### src/core/smsq_defs.svh
// Constants of the serial peripheral controller with its documented quirks
// Function
// Hold plus divider 1, same slave after gap: slot flag stays low, word resent.
// Fixed mode, hold, DMA: marker one releases select once transmitter drains.
// In master mode the serial clock may toggle before the first transfer.
// Software sets master select before programming per-select configuration.
// Fixed mode DMA size follows select zero word length, whatever select.
// For byte DMA on other selects, software sets select zero length to 8.
// Divider 1 with odd word length emits one extra serial clock pulse.
// Divider 1 with even word length gives a correct serial clock.
// In slave operation the disable command is ignored until software reset.
// Software reads the received word, then resets, to stop slave operation.
// Polarity 1, phase 0, slow then fast select gives an extra pulse.
// When every select uses divider 1, no extra pulse appears; the code still adds the R7 pulse for odd word lengths.
// Software avoids select hold together with divider 1.
// Software drives a held select as general output when DMA feeds.
// Word length selects 8 to 16 bits; above 8 reports halfword.
`ifndef SMSQ_DEFS_SVH
`define SMSQ_DEFS_SVH
`define SMSQ_NUM_CS 4
`define SMSQ_DIV_W 8
`define SMSQ_BITS_W 4
`define SMSQ_WORD_W 16
`define SMSQ_TX_W 25
`define SMSQ_MARKER_BIT 24
`define SMSQ_PCS_LSB 16
`define SMSQ_BASE_BITS 5'h08
`define SMSQ_FAST_DIV 8'h01
`define SMSQ_RX_DEPTH 2
`endif

### src/core/smsq_pkg.sv
// Types of the serial peripheral controller
package smsq_pkg;
	typedef enum logic [0:0] {
		SMSQ_IDLE = 1'b0,
		SMSQ_SHIFT = 1'b1
	} smsq_state_e;
	typedef logic [15:0] smsq_word_t;
endpackage : smsq_pkg

### src/core/smsq_core.sv
// Serial peripheral controller, master and slave, with its quirks kept
`timescale 1ns/10ps
`include "smsq_defs.svh"
module smsq_core import smsq_pkg::*; (
	input wire logic ref_clk_i,
	input wire logic arst_n_i,
	input wire logic master_select_i,
	input wire logic enable_i,
	input wire logic disable_i,
	input wire logic soft_reset_i,
	input wire logic fixed_mode_i,
	input wire logic dma_feed_i,
	input wire logic [1:0] cs_index_i,
	input wire logic [31:0] serial_clock_divider_i,
	input wire logic [15:0] word_bits_i,
	input wire logic [3:0] cs_hold_after_transfer_i,
	input wire logic [3:0] clock_polarity_i,
	input wire logic [3:0] clock_phase_inverted_i,
	input wire logic tx_valid_i,
	input wire logic [24:0] tx_data_i,
	output logic tx_ready_o,
	output logic transmit_drained_o,
	output logic enabled_o,
	output logic dma_halfword_o,
	output logic rx_valid_o,
	output logic [15:0] rx_data_o,
	input wire logic rx_ready_i,
	output logic serial_clock_pin_o,
	output logic serial_clock_pin_oe_o,
	input wire logic serial_clock_pin_i,
	output logic mosi_o,
	output logic mosi_oe_o,
	input wire logic mosi_i,
	output logic miso_o,
	output logic miso_oe_o,
	input wire logic miso_i,
	output logic [3:0] cs_n_o,
	input wire logic slave_select_n_i
);
	// ************************************************************
	// Configuration decode
	// ************************************************************
	logic [7:0] div [4];
	logic [4:0] nbits_of [4];
	logic [3:0] fast_map;
	genvar g;
	generate
		for (g = 0; g < `SMSQ_NUM_CS; g++) begin : g_cfg
			assign div[g] = serial_clock_divider_i[g*8 +: 8];
			// length decode
			assign nbits_of[g] = `SMSQ_BASE_BITS + {1'b0, word_bits_i[g*4 +: 4]};
			assign fast_map[g] = (div[g] == `SMSQ_FAST_DIV);
		end
	endgenerate

	smsq_state_e state;
	logic enabled, hold_valid, stuck, marker_last, cs_active, last_fast, done;
	logic [24:0] hold_word;
	logic [1:0] cs_cur, sel;
	logic [7:0] hcnt, div_cur;
	logic [5:0] ecnt, etotal;
	logic [4:0] nbits;
	logic cpol, clock_phase_inverted, sck;
	smsq_word_t sh;
	logic [1:0] rx_cnt;
	logic push;
	smsq_word_t push_data;
	logic start, r1_hit, drained, tick, samp_edge, slv_load;

	// Fixed mode uses the select port, variable mode the word's select field
	assign sel = fixed_mode_i ? cs_index_i : hold_word[`SMSQ_PCS_LSB +: 2];
	assign drained = (state == SMSQ_IDLE) && !hold_valid;
	assign start = enabled && master_select_i && hold_valid && (state == SMSQ_IDLE)
		&& (rx_cnt < 2'(`SMSQ_RX_DEPTH));
	// held select, fast divider, same slave after an idle gap
	assign r1_hit = cs_hold_after_transfer_i[sel] && fast_map[sel] && cs_active
		&& (cs_cur == sel) && !stuck;
	assign tick = (state == SMSQ_SHIFT) && (hcnt >= div_cur - 8'h01 || div_cur == 8'h00);
	assign done = tick && (ecnt == etotal - 6'h01);
	assign samp_edge = (ecnt[0] == ~clock_phase_inverted) && (ecnt < {nbits, 1'b0});

	// ************************************************************
	// Enable and transmit holding register
	// ************************************************************
	// disable only takes effect in master operation
	always_ff @(posedge ref_clk_i or negedge arst_n_i) begin
		if (!arst_n_i) enabled <= 1'b0;
		else if (soft_reset_i) enabled <= 1'b0;
		else if (enable_i) enabled <= 1'b1;
		else if (disable_i && master_select_i) enabled <= 1'b0;
	end
	assign enabled_o = enabled;

	// a stuck load keeps the word valid, so it goes out twice
	always_ff @(posedge ref_clk_i or negedge arst_n_i) begin
		if (!arst_n_i) begin
			hold_valid <= 1'b0;
			hold_word <= 25'h0000000;
			stuck <= 1'b0;
			marker_last <= 1'b0;
		end else if (soft_reset_i) begin
			hold_valid <= 1'b0;
			stuck <= 1'b0;
			marker_last <= 1'b0;
		end else begin
			if (start || (slv_load && hold_valid)) begin
				hold_valid <= r1_hit && start;
				stuck <= r1_hit && start;
			end else if (tx_valid_i && tx_ready_o) begin
				hold_valid <= 1'b1;
				hold_word <= tx_data_i;
				marker_last <= tx_data_i[`SMSQ_MARKER_BIT];
			end
		end
	end
	assign tx_ready_o = !hold_valid && !stuck;
	assign transmit_drained_o = drained;

	// fixed mode DMA size follows select zero; R15 above 8 is halfword
	always_ff @(posedge ref_clk_i or negedge arst_n_i) begin
		if (!arst_n_i) dma_halfword_o <= 1'b0;
		else dma_halfword_o <= fixed_mode_i ? (nbits_of[0] > `SMSQ_BASE_BITS)
			: (nbits_of[sel] > `SMSQ_BASE_BITS);
	end

	// ************************************************************
	// Master shifter and serial clock
	// ************************************************************
	// extra pulse chosen at start
	always_ff @(posedge ref_clk_i or negedge arst_n_i) begin
		if (!arst_n_i) begin
			state <= SMSQ_IDLE;
			hcnt <= 8'h00;
			ecnt <= 6'h00;
			etotal <= 6'h00;
			div_cur <= 8'h00;
			nbits <= `SMSQ_BASE_BITS;
			cpol <= 1'b0;
			clock_phase_inverted <= 1'b0;
			last_fast <= 1'b1;
			sh <= 16'h0000;
		end else if (soft_reset_i) begin
			state <= SMSQ_IDLE;
		end else if (start) begin
			state <= SMSQ_SHIFT;
			hcnt <= 8'h00;
			ecnt <= 6'h00;
			div_cur <= div[sel];
			nbits <= nbits_of[sel];
			cpol <= clock_polarity_i[sel];
			clock_phase_inverted <= clock_phase_inverted_i[sel];
			last_fast <= fast_map[sel];
			sh <= hold_word[15:0] << (5'h10 - nbits_of[sel]);
			etotal <= {nbits_of[sel], 1'b0} + ((fast_map[sel] && nbits_of[sel][0])
				|| (clock_polarity_i[sel] && !clock_phase_inverted_i[sel]
				&& fast_map[sel] && !last_fast && !(&fast_map)) ? 6'h02 : 6'h00);
		end else if (state == SMSQ_SHIFT) begin
			hcnt <= tick ? 8'h00 : hcnt + 8'h01;
			if (tick) begin
				ecnt <= ecnt + 6'h01;
				if (samp_edge) sh <= {sh[14:0], miso_i};
				if (done) state <= SMSQ_IDLE;
			end
		end
	end

	// idle clock follows the selected polarity, even before a transfer
	always_ff @(posedge ref_clk_i or negedge arst_n_i) begin
		if (!arst_n_i) sck <= 1'b0;
		else if (state == SMSQ_IDLE) sck <= clock_polarity_i[sel];
		else if (tick) sck <= ~sck;
	end
	assign serial_clock_pin_o = sck;
	assign serial_clock_pin_oe_o = master_select_i && enabled;

	// Data changes on the edge opposite to sampling
	always_ff @(posedge ref_clk_i or negedge arst_n_i) begin
		if (!arst_n_i) mosi_o <= 1'b0;
		else if (start) mosi_o <= hold_word[5'(nbits_of[sel] - 5'h01)];
		else if (tick && !samp_edge && ecnt < {nbits, 1'b0}) mosi_o <= sh[15];
	end
	assign mosi_oe_o = master_select_i && enabled;

	// a set marker releases a held select once drained
	always_ff @(posedge ref_clk_i or negedge arst_n_i) begin
		if (!arst_n_i) begin
			cs_active <= 1'b0;
			cs_cur <= 2'h0;
		end else if (soft_reset_i) begin
			cs_active <= 1'b0;
		end else if (start) begin
			cs_active <= 1'b1;
			cs_cur <= sel;
		end else if (done && !cs_hold_after_transfer_i[cs_cur]) begin
			cs_active <= 1'b0;
		end else if (drained && cs_active && marker_last) begin
			cs_active <= 1'b0;
		end
	end
	always_comb begin
		cs_n_o = 4'hF;
		if (cs_active && master_select_i) cs_n_o[cs_cur] = 1'b0;
	end

	// ************************************************************
	// Slave path, pins through three stages
	// ************************************************************
	logic [2:0] s_sck, s_ss, s_mo;
	logic f_sck, f_ss, f_mo, f_sck_d;
	logic [4:0] s_bits;
	smsq_word_t s_sh;
	// Filtered levels move only when the second and third stage agree
	always_ff @(posedge ref_clk_i or negedge arst_n_i) begin
		if (!arst_n_i) begin
			s_sck <= 3'h0;
			s_ss <= 3'h7;
			s_mo <= 3'h0;
			f_sck <= 1'b0;
			f_ss <= 1'b1;
			f_mo <= 1'b0;
			f_sck_d <= 1'b0;
		end else begin
			s_sck <= {s_sck[1:0], serial_clock_pin_i};
			s_ss <= {s_ss[1:0], slave_select_n_i};
			s_mo <= {s_mo[1:0], mosi_i};
			if (s_sck[1] == s_sck[2]) f_sck <= s_sck[2];
			if (s_ss[1] == s_ss[2]) f_ss <= s_ss[2];
			if (s_mo[1] == s_mo[2]) f_mo <= s_mo[2];
			f_sck_d <= f_sck;
		end
	end
	logic s_edge, s_lead, s_push;
	assign s_edge = (f_sck != f_sck_d) && !f_ss && !master_select_i && enabled;
	assign s_lead = (f_sck != clock_polarity_i[0]);
	assign slv_load = !master_select_i && enabled && f_ss && !s_ss[2] && s_ss[1] == s_ss[2];
	assign s_push = s_edge && (s_lead == clock_phase_inverted_i[0])
		&& (s_bits == nbits_of[0] - 5'h01);

	// Slave uses select zero settings; a sample on the last bit pushes a word
	always_ff @(posedge ref_clk_i or negedge arst_n_i) begin
		if (!arst_n_i) begin
			s_bits <= 5'h00;
			s_sh <= 16'h0000;
			miso_o <= 1'b0;
		end else if (soft_reset_i || slv_load) begin
			s_bits <= 5'h00;
			s_sh <= hold_word[15:0] << (5'h10 - nbits_of[0]);
			miso_o <= hold_word[5'(nbits_of[0] - 5'h01)];
		end else if (s_edge) begin
			if (s_lead == clock_phase_inverted_i[0]) begin
				s_sh <= {s_sh[14:0], f_mo};
				s_bits <= s_push ? 5'h00 : s_bits + 5'h01;
			end else miso_o <= s_sh[15];
		end
	end
	assign miso_oe_o = !master_select_i && enabled && !f_ss;

	// ************************************************************
	// Two-entry receive buffer
	// ************************************************************
	// Master waits for room before starting, so a stalled reader loses no master word
	smsq_word_t rx_mem [2];
	logic rx_rd, rx_wr;
	assign push = done || s_push;
	// Extra pulses after the last bit sample nothing, so the word is not shifted again
	assign push_data = done ? (samp_edge ? {sh[14:0], miso_i} : sh) : {s_sh[14:0], f_mo};
	assign rx_wr = push && (rx_cnt < 2'(`SMSQ_RX_DEPTH));
	assign rx_rd = rx_valid_o && rx_ready_i;
	assign rx_valid_o = (rx_cnt != 2'h0);
	always_ff @(posedge ref_clk_i or negedge arst_n_i) begin
		if (!arst_n_i) rx_cnt <= 2'h0;
		else if (soft_reset_i) rx_cnt <= 2'h0;
		else rx_cnt <= rx_cnt + {1'b0, rx_wr} - {1'b0, rx_rd};
	end
	always_ff @(posedge ref_clk_i or negedge arst_n_i) begin
		if (!arst_n_i) begin
			rx_mem[0] <= 16'h0000;
			rx_mem[1] <= 16'h0000;
		end else begin
			if (rx_rd) rx_mem[0] <= rx_mem[1];
			if (rx_wr) rx_mem[(rx_rd ? rx_cnt - 2'h1 : rx_cnt) == 2'h0 ? 0 : 1] <= push_data;
		end
	end
	assign rx_data_o = rx_mem[0];

	// ************************************************************
	// Checks
	// ************************************************************
	logic [5:0] tgl;
	always_ff @(posedge ref_clk_i or negedge arst_n_i) begin
		if (!arst_n_i) tgl <= 6'h00;
		else if (start) tgl <= 6'h00;
		else if (state == SMSQ_SHIFT && tick) tgl <= tgl + 6'h01;
	end
	// slot flag
	stuck_ready_a: assert property (@(posedge ref_clk_i) disable iff (!arst_n_i)
		start && r1_hit |=> !tx_ready_o [*2]) else $error("slot flag rose on stuck load");
	// marker release
	marker_rel_a: assert property (@(posedge ref_clk_i) disable iff (!arst_n_i)
		fixed_mode_i && dma_feed_i && cs_active && drained && marker_last && !start
		&& !soft_reset_i |=> cs_n_o == 4'hF) else $error("select held after marker");
	// idle clock
	idle_clock_a: assert property (@(posedge ref_clk_i) disable iff (!arst_n_i)
		state == SMSQ_IDLE && !start |=> sck == $past(clock_polarity_i[sel]))
		else $error("idle clock not at polarity");
	// DMA size
	dma_size_a: assert property (@(posedge ref_clk_i) disable iff (!arst_n_i)
		fixed_mode_i |=> dma_halfword_o == ($past(word_bits_i[3:0]) != 4'h0))
		else $error("size not from select zero");
	// odd extra pulse
	odd_pulse_a: assert property (@(posedge ref_clk_i) disable iff (!arst_n_i)
		done && div_cur == `SMSQ_FAST_DIV && nbits[0] |=> tgl == {nbits, 1'b0} + 6'h02)
		else $error("missing extra pulse");
	// even clean clock
	even_clean_a: assert property (@(posedge ref_clk_i) disable iff (!arst_n_i)
		done && div_cur == `SMSQ_FAST_DIV && !nbits[0] && !(cpol && !clock_phase_inverted)
		|=> tgl == {nbits, 1'b0}) else $error("extra pulse on even length");
	// mixed extra pulse
	mixed_pulse_a: assert property (@(posedge ref_clk_i) disable iff (!arst_n_i)
		start && fast_map[sel] && !last_fast && !(&fast_map) && clock_polarity_i[sel]
		&& !clock_phase_inverted_i[sel] |=> etotal == {nbits, 1'b0} + 6'h02)
		else $error("missing mixed pulse");
	// all fast
	all_fast_a: assert property (@(posedge ref_clk_i) disable iff (!arst_n_i)
		start && (&fast_map) && !nbits_of[sel][0] |=> etotal == {nbits, 1'b0})
		else $error("pulse with all fast selects");
	// slave keeps running
	slave_on_a: assert property (@(posedge ref_clk_i) disable iff (!arst_n_i)
		!master_select_i && enabled && !soft_reset_i |=> enabled_o)
		else $error("slave disabled");
endmodule : smsq_core

### config.mk
export PLATFORM = sky130hd
export DESIGN_NAME = smsq_core
export DESIGN_NICKNAME = d
export VERILOG_FILES = /design/src/core/smsq_pkg.sv /design/src/core/smsq_core.sv
export VERILOG_INCLUDE_DIRS = /design/src /design/src/core
export SDC_FILE = /design/constraint.sdc
export NUM_CORES = 1
export LEC_CHECK = 0
export ABC_AREA = 1
export BUFFER_PORTS_ARGS = -buffer_cell sky130_fd_sc_hd__buf_2
export CORE_ASPECT_RATIO = 1.4
export CORE_UTILIZATION = 40
export DETAILED_ROUTE_END_ITERATION = 6
export HOLD_SLACK_MARGIN = 0.02
export SETUP_SLACK_MARGIN = 0.05
export SLEW_MARGIN = 20
export SYNTH_ARGS = -nofsm -noshare
export SYNTH_HDL_FRONTEND = slang
export SYNTH_SLANG_ARGS = --single-unit
### constraint.sdc
create_clock -name ref_clk_i -period 3.3 [get_ports ref_clk_i]
set_input_delay 0.66 -clock ref_clk_i [delete_from_list [all_inputs] [get_ports ref_clk_i]]
set_output_delay 0.66 -clock ref_clk_i [all_outputs]
set_load 0.1 [all_outputs]
==> results of run 1 <==
-- power groups by stage --
stage | Clock, mW | Combinational, mW | Sequential (mW)
floorplan | 0 | 2.49 | 2.69
global placement | 0 | 3.36 | 2.70
detailed placement | 0 | 3.42 | 2.71
CTS | 1.93 | 3.45 | 2.68
global route | 2.01 | 3.95 | 2.75
finish | 1.88 | 3.49 | 2.68
-- worst paths after layout --
kind,endpoint,depth (start not counted)
max reg2reg,rx_cnt[1]$_DFF_PN0_,20
min reg2reg,s_mo[1]$_DFF_PN0_,0
min in group ref_clk_i,s_ss[0]$_DFF_PN1_,1
max in group asynchronous,nbits[3]$_DFFE_PN1P_,2
max,rx_cnt[1]$_DFF_PN0_,20
min,s_sck[0]$_DFF_PN0_,1
-- stage by stage --
stage                     cell area [sq um]  utilization (%)  worst slack, ns  total power [mW]  cells
after floorplan                        9940                -           0.0702              5.19   1420
after global routing                  11500             47.7           0.0271              8.71   1848
after CTS                             11400             47.4            0.101              8.05   1847
after global placement                10900             45.1            0.157              6.06   1817
final                                 11500             47.7            0.293              8.05   1848
after detailed placement              10900             45.1            0.116              6.13   1817
-- layout make-up --
class / instances / area (sq um)
clock buffer: 22 / 454
inverter: 121 / 457
clock inverter: 8 / 97.6
tap: 310 / 388
multi-input combinational: 1065 / 5270
fill: 2509 / 12600
timing repair buffer: 168 / 980
sequential: 154 / 3860
-- cells in the final DEF (no fill, tap or decap), types with 10 or more instances in the layout --
master	n
inv_1	111
nor2_1	71
o21ai_0	141
nand2_2	12
ha_1	23
o211ai_1	21
xor2_1	25
clkbuf_16	17
nand4_1	10
buf_4	35
buf_2	129
nand2_1	484
nand3_1	147
a21oi_1	43
dfrtp_1	147
-- cell families (layout without fill, tap and decap cells) --
group,count (synthesis),count (layout)
and+or+nand+nor,755,755
AOI/OAI and AO/OA,247,247
buffers and inverters,201,319
DFF,154,154
xor gates and xnor gates,34,34
adders and majority gates,28,28
muxes,1,1
-- per-layer routing --
layer	GRT usage [%]	part of all wire, %	up-vias
met5	0	0	-
met4	9.08	2.8	0
met3	3.09	3.5	41
met2	40.0	50	235
met1	29.8	44	4421
li1	-	-	4863
-- critical path, stage by stage, from the launching register on --
cell       delay [ns]
dfrtp_1          0.36
inv_1            0.10
ha_4             0.15
nand2_2          0.06
nor3_2           0.18
xor2_1           0.15
inv_1            0.09
ha_4             0.27
nand2_2          0.06
o21a_1           0.20
o2111ai_2        0.08
nand2_2          0.10
inv_2            0.09
nand2_2          0.08
a21oi_4          0.16
inv_1            0.05
ha_1             0.26
inv_1            0.04
ha_1             0.18
xor2_1           0.15
nor2_1           0.05
-- what timing repair did --
item	in CTS	in global routing
setup buffers	0	1
gates resized for setup	0	12
endpoints found under the setup margin	0	37
==> flow_summary.ini, run 1 <==
[route]
post_drt_wl_per_cell_um = 15.2
drt_wl_total_um = 28100
vias_per_cell = 5.17
postRouteAntennaNets = 0
drc_errors = 0
first_pass_iters = 5
via_count = 9560
drt_iter0_drc = 571

[global_route]
grt.total_usage_pct = 23.4
grt_pass1_vias = 9287
grt_pass1_wl_um = 46900
overflow = 0
antenna_found_initial = 0
grt_max_degree = 64

[timing]
tns_ns = 0
skew_ns = 0.00970
rsz0062_at_grt = false
hold_slack_ns = 0.228
relSlewSlack_pct = 58.3
hold_viol_final = 0
maxSlewViolCount = 0
worstMarginPinSlew_ns = 0.625
post-route-min-period_ns = 3.01
finalSetupViolations = 0
min_period_over_period_pct = 91.1
max_freq_ghz = 0.333

[cells_and_area]
drive_gt1_share_pct = 15.3
num_antenna_cells = 0
area_growth_pct = 15.9
nets = 1653

[synth]
synthDistinctLibCells = 50
synth_top_area_share_pct = 37.3
yosysMostFrequentCell = nand2_1
synth_top_area_cell = dfrtp_1
synth_edf_count = 0
synth_common_cells = nand2_1 (487), dfrtp_1 (148), nand3_1 (147)
synth_cells = 1420
synth-adder-area-share_pct = 3.45
async_flop_share_pct = 100
synth_xor_area_share_pct = 3.00
syn_nets = 1546
ys_ff_latch = 154
muxShareOfSynthArea_pct = 0.101
synth_seq_area_share_pct = 38.9
synth-main-ff-cell = dfrtp_1
synth_compound_area_share_pct = 14.0
synth_top_family_by_area = simple AND/OR/NAND/NOR gates
synth_area_sq_mm = 0.00992
syn_area_per_cell_sq_um = 6.99
yosysWarnings = 0
yosys.area_share.simple_pct = 31.9
synth_area_leaders = dfrtp_1 (37%), nand2_1 (18%), nand3_1 (7.4%)

[setup_path]
r2r-start = div_cur[0]$_DFFE_PN0P_
crit_required_ns = 3.60
r2r_setup_slack_ns = 0.29
crit_arrival_ns = 3.31
cp_max_fo = 3
cp-end-kind = flop
cp-startpoint = div_cur[0]$_DFFE_PN0P_
start_kind = flop
worst-setup-path-type = flop to flop

[floorplanning]
coreArea_sq_mm = 0.0241
start_util_pct = 41.1
die_y_um = 188
io_pins = 132
dieArea_sq_mm = 0.0255
rows = 67
dieWidth_um = 135

[placement]
dp_hpwl_um = 21500
io_buffers = 130
place.gp.congestion = 0.900

[power_and_ir_drop]
leakage_nw = 5.80
swShare_pct = 43.4
seqPwrFrac_pct = 33.3
p_comb_share_pct = 43.3
pwr-share-clk_pct = 23.4
power_density_mw_per_mm2 = 700
ir_drop_mv = 0.490
cellInternalPower_mw = 4.55
netSwitchingPower_mw = 3.50

[clock_network]
clock-sinks = 154
cts_tree = done
cts_max_level = 4
clock_latency_ns = 0.42
cts-root-buf = clkbuf_16
clk_pin_slew_ns = 0.06
postCtsHoldBufs = 0
cts_made_buffers = 17
clock_path_buffers = 2

[flow_run]
drv_cap = 0

[worst_hold_path]
hp-class = input pin to asynchronous set/reset pin

[run_status]
outcome = completed
(Power assumes the default switching activity.)
==> inputs of run 2 (changes only) <==
ABC_AREA = default   (was 1)
==> flow_summary.ini, run 2 <==
[synth]
synth_area_sq_mm = 0.00984
synth-main-ff-cell = dfrtp_1
async_flop_share_pct = 100
yosysMostFrequentCell = dfrtp_1
ys_ff_latch = 154
syn_nets = 1115
synth_top_area_share_pct = 37.6
synth_seq_area_share_pct = 39.2
synth_edf_count = 0
synth_common_cells = dfrtp_1 (148), mux2i_1 (115), nand2_1 (101)
yosysWarnings = 0
synth_cells = 989
synth_area_leaders = dfrtp_1 (38%), mux2i_1 (12%), mux2_2 (5.4%)
synth_top_area_cell = dfrtp_1
syn_area_per_cell_sq_um = 9.95
synthDistinctLibCells = 75

[cells_and_area]
nets = 1291
drive_gt1_share_pct = 32.3
area_growth_pct = 22.9
final_common_cell = dfrtp_1
final_cell_area_sq_mm = 0.0121
num_antenna_cells = 0
final_cell_mix = dfrtp_1 (147), buf_2 (129), mux2i_1 (113)
nFillCells = 2230

[placement]
io_buffers = 130
dp_hpwl_um = 20200
place.gp.congestion = 0.855
place_area_sq_mm = 0.0114

[timing]
finalSetupViolations = 33
min_period_over_period_pct = 106
worstMarginPinSlew_ns = 0.716
max_freq_ghz = 0.286
post-route-min-period_ns = 3.49
rsz0062_at_grt = true
skew_ns = 0.0109
relSlewSlack_pct = 52.1
fin_ws_ns = -0.191
maxSlewViolCount = 0
hold_viol_final = 0
tns_ns = -2.41
hold_slack_ns = 0.188

[route]
post_drt_wl_per_cell_um = 17.6
vias_per_cell = 5.45
first_pass_iters = 5
drt_iter0_drc = 380
postRouteAntennaNets = 0
drt_wl_total_um = 26200
via_count = 8106
drc_errors = 0

[floorplanning]
start_util_pct = 40.9
coreArea_sq_mm = 0.0241
die_y_um = 188
dieWidth_um = 135
rows = 67
io_pins = 132
dieArea_sq_mm = 0.0252

[setup_path]
critPathSlowestCell = or4b_4
cp-startpoint = div_cur[4]$_DFFE_PN0P_
cp_max_fo = 2
r2r-start = div_cur[4]$_DFFE_PN0P_
rr_endpoint = rx_cnt[1]$_DFF_PN0_
crit_required_ns = 3.60
crit_chain = or3_4 -> or3_4 -> nor3_4 -> xnor2_1 -> ha_1 -> o211a_1 -> a21oi_2 -> or4b_4 -> nand2_1 -> nand2_2 -> ha_4 -> inv_2 -> ha_4 -> xnor2_2 -> xnor2_1 -> nor2_1
r2r_setup_slack_ns = -0.19
crit_arrival_ns = 3.79
crit_path_max_incr_delay_ns = 0.50
r2r_cells = 16
crit_end = rx_cnt[1]$_DFF_PN0_
start_kind = flop
worst-setup-path-type = flop to flop
cp-end-kind = flop

[run_status]
failed_checks = negative setup slack
outcome = finished, violations left

[power_and_ir_drop]
seqPwrFrac_pct = 31.7
cellInternalPower_mw = 5.23
swShare_pct = 39.9
power_density_mw_per_mm2 = 721
ir_drop_mv = 0.417
p_comb_share_pct = 45.2
leakage_nw = 5.43
pwr-share-clk_pct = 23.1
netSwitchingPower_mw = 3.48

[global_route]
grt_pass1_vias = 8244
grt_max_degree = 67
overflow = 0
antenna_found_initial = 0
grt.total_usage_pct = 21.8
grt_pass1_wl_um = 43000

[clock_network]
cts_max_level = 4
cts-root-buf = clkbuf_16
cts_tree = done
clock-sinks = 154
postCtsHoldBufs = 0
clock_latency_ns = 0.44
clock_path_buffers = 2
clk_pin_slew_ns = 0.06
cts_made_buffers = 17

[worst_hold_path]
hp-class = input pin to asynchronous set/reset pin

[flow_run]
drv_cap = 0
run 2: cell families after synthesis:
group | Yosys count | synth area share, %
AOI/OAI and AO/OA | 180 | 12.1
xor gates and xnor gates | 36 | 3.28
adders and majority gates | 27 | 3.38
buffers and inverters | 122 | 5.59
DFF | 154 | 39.2
muxes | 188 | 22.7
and+or+nand+nor | 282 | 13.6
run 2: per-layer routing:
layer | global-route usage (%) | share of wire (%) | vias up
li1 | - | - | 3917
met1 | 26.5 | 43 | 3976
met2 | 37.8 | 51 | 165
met3 | 3.16 | 2.6 | 48
met4 | 10.3 | 3.8 | 0
met5 | 0 | 0 | -
run 2: timing repair:
| item | 4_1_cts | 5_1_grt |
|---|---|---|
| setup buffers | 2 | 1 |
| endpoints found under the setup margin | 47 | 38 |
| resized for setup | 8 | 4 |
| pin swaps | 2 | 2 |
| hold endpoints to repair | 0 | 0 |
run 2: final cells by class:
type | instances | area (sq um) | area share (%)
inverter | 48 | 185 | 1.53
timing repair buffer | 231 | 1460 | 12.0
sequential | 154 | 3860 | 32.0
tap | 310 | 388 | 3.21
multi-input combinational | 713 | 5600 | 46.3
clock buffer | 18 | 439 | 3.63
clock inverter | 14 | 160 | 1.32
run 2: worst min path at each step:
stage,start,end,slack [ns],cells after the start
finish,arst_n_i,enabled_o$_DFFE_PN0P_,0.19,1
global route,arst_n_i,enabled_o$_DFFE_PN0P_,0.24,1
CTS,arst_n_i,enabled_o$_DFFE_PN0P_,0.22,1
detailed placement,s_mo[0]$_DFF_PN0_,s_mo[1]$_DFF_PN0_,0.34,0
global placement,s_mo[0]$_DFF_PN0_,s_mo[1]$_DFF_PN0_,0.33,0
floorplan,s_mo[0]$_DFF_PN0_,s_mo[1]$_DFF_PN0_,0.33,0
run 2: worst max-delay path, delay by kind of cell, from the launching register on:
family / cells / cell delay [ns]
AOI/OAI and AO/OA: 2 / 0.26
xor gates and xnor gates: 3 / 0.37
adders and majority gates: 3 / 0.71
buffers and inverters: 1 / 0.04
DFF: 1 / 0.37
and+or+nand+nor: 7 / 1.61
run 2: power by group through the flow:
stage,Clock [mW],Sequential (mW),Combinational [mW]
4_1_cts,2.05,2.76,3.93
3_3_place_gp,0,2.78,3.80
3_5_place_dp,0,2.79,3.86
6_report,2.02,2.76,3.94
2_1_floorplan,0,2.73,2.72
5_1_grt,2.13,2.82,4.28
run 2: through the flow:
stage | power (mW) | setup slack [ns] | cells | util, %
after global routing | 9.23 | -0.336 | 1488 | 50.3
final | 8.72 | -0.191 | 1488 | 50.3
after floorplan | 5.45 | -0.553 | 989 | -
after CTS | 8.74 | -0.142 | 1487 | 50.1
after detailed placement | 6.65 | -0.308 | 1453 | 47.4
after global placement | 6.58 | -0.250 | 1453 | 47.4
==> inputs of run 3 (changes only) <==
--- a/config.mk
+++ b/config.mk
@@ -9,2 +9,3 @@
 export BUFFER_PORTS_ARGS = -buffer_cell sky130_fd_sc_hd__buf_2
+export CAP_MARGIN = 20
 export CORE_ASPECT_RATIO = 1.4
==> constraint.sdc (replaced) <==
create_clock -name ref_clk_i -period 3.75 [get_ports ref_clk_i]
set_input_delay 0.1875 -clock ref_clk_i [delete_from_list [all_inputs] [get_ports ref_clk_i]]
set_output_delay 0.1875 -clock ref_clk_i [all_outputs]
set_load 0.1 [all_outputs]
==> flow_summary.ini, run 3 (synthesis results as in run 2) <==
[run_status]
outcome = completed

[floorplanning]
start_util_pct = 40.9
coreArea_sq_mm = 0.0241
io_pins = 132
rows = 67
die_y_um = 188
dieWidth_um = 135
dieArea_sq_mm = 0.0252

[setup_path]
cp_max_fo = 20
cp-end-kind = flop
crit_required_ns = 4.10
critPathSlowestCell = or4b_4
crit_family = simple AND/OR/NAND/NOR gates
crit_chain = or3_4 -> or3_4 -> nor3_4 -> xnor2_1 -> ha_1 -> o211a_1 -> a21oi_2 -> or4b_4 -> buf_4 -> a221oi_4 -> buf_12 -> mux2i_1
worst-setup-path-type = flop to flop
worst-path-buf-inv = 2
worst_path_most_repeated_cell = or3_4
crit_arrival_ns = 3.93
start_kind = flop
crit_path_max_incr_delay_ns = 0.50

[power_and_ir_drop]
ir_drop_mv = 0.391
power_mw = 7.36
power_density_mw_per_mm2 = 623
leakage_nw = 5.23

[cells_and_area]
final_cell_area_sq_mm = 0.0118
nFillCells = 2217
final_common_cell = dfrtp_1
area_growth_pct = 20.1
fin_cells = 1455
finish.utilization_pct = 49.1
final_cell_mix = dfrtp_1 (147), buf_2 (129), mux2i_1 (113)
multiInputGateArea_sq_mm = 0.00552
seqCellArea_sq_mm = 0.00386
drive_gt1_share_pct = 26.6
nets = 1258
num_antenna_cells = 0

[placement]
dp_cells = 1389
place_area_sq_mm = 0.0108
io_buffers = 130
dp_hpwl_um = 19600
place.gp.congestion = 0.907

[clock_network]
clock-sinks = 154
cts_made_buffers = 17
cts_tree = done
cts_max_level = 4
cts-root-buf = clkbuf_16
clock_latency_ns = 0.43
clk_pin_slew_ns = 0.07
clock_path_buffers = 2

[timing]
hold_slack_ns = 0.0683
skew_ns = 0.0110
max_freq_ghz = 0.279
post-route-min-period_ns = 3.58
finalSetupViolations = 0
hold_viol_final = 0
worstMarginPinSlew_ns = 0.817
rsz0062_at_grt = true
maxSlewViolCount = 0
relSlewSlack_pct = 45.5
min_period_over_period_pct = 95.5

[route]
drc_errors = 0
via_count = 7997
post_drt_wl_per_cell_um = 17.9
drt_wl_total_um = 26000
postRouteAntennaNets = 0
first_pass_iters = 5
drt_iter0_drc = 459
vias_per_cell = 5.50

[global_route]
grt_pass1_vias = 8169
antenna_found_initial = 0
overflow = 0
grt.total_usage_pct = 21.5
grt_pass1_wl_um = 42600
grt_max_degree = 88

[worst_hold_path]
hp-class = input pin to flop

[flow_run]
drv_cap = 0
## run 3: what timing repair did
action	CTS	global route
resized for setup	0	5
endpoints found under the setup margin	0	32
buffers inserted	0	3
hold endpoints to repair	109	0
hold buffers	31	0
## run 3: per-layer routing
| layer | part of all wire [%] | up-vias | global-route usage (%) |
|---|---|---|---|
| li1 | - | 3859 | - |
| met1 | 43 | 3888 | 26.6 |
| met2 | 50 | 201 | 36.8 |
| met3 | 3.2 | 49 | 3.57 |
| met4 | 3.5 | 0 | 9.12 |
| met5 | 0 | - | 0 |
## run 3: final timing paths
| path | cells after the start | slack (ns) | to | start |
|---|---|---|---|---|
| setup / recovery | 12 | 0.17 | rx_data_o[3]$_DFF_PN0_ | div_cur[4]$_DFFE_PN0P_ |
| hold / removal | 2 | 0.07 | dma_halfword_o$_DFF_PN0_ | fixed_mode_i |
| setup reg to reg | 12 | 0.17 | rx_data_o[3]$_DFF_PN0_ | div_cur[4]$_DFFE_PN0P_ |
| hold reg to reg | 0 | 0.35 | s_mo[1]$_DFF_PN0_ | s_mo[0]$_DFF_PN0_ |
| max in group asynchronous | 3 | 2.39 | last_fast$_DFFE_PN1P_ | arst_n_i |
| min in group asynchronous | 2 | 0.35 | enabled_o$_DFFE_PN0P_ | arst_n_i |
## run 3: cell type report
| cell class | count | area share [%] |
|---|---|---|
| clock buffer | 18 | 3.63 |
| multi-input combinational | 713 | 46.7 |
| timing repair buffer | 198 | 10.7 |
| clock inverter | 14 | 1.46 |
| inverter | 48 | 1.52 |
| sequential | 154 | 32.7 |
| tap | 310 | 3.28 |
## run 3: power by group
| part | leakage (nW) | internal [mW] | switching [mW] | total (mW) |
|---|---|---|---|---|
| sequential | 1.80 | 2.04 | 0.407 | 2.44 |
| combinational | 3.13 | 1.29 | 1.84 | 3.13 |
| clock | 0.297 | 1.01 | 0.769 | 1.78 |
## run 3: metrics by stage
stage	setup WS, ns	TNS (ns)
after floorplan	-0.103	-0.103
after CTS	0.103	0
final	0.170	0
after global routing	-0.00864	-0.0125
after global placement	0.188	0
after detailed placement	0.117	0
## run 3: worst reg2reg max path, cell delays in order (launching register included)
cell,delay (ns)
dfrtp_1,0.38
or3_4,0.39
or3_4,0.41
nor3_4,0.12
xnor2_1,0.08
ha_1,0.30
o211a_1,0.19
a21oi_2,0.08
or4b_4,0.50
buf_4,0.27
a221oi_4,0.35
buf_12,0.21
mux2i_1,0.22
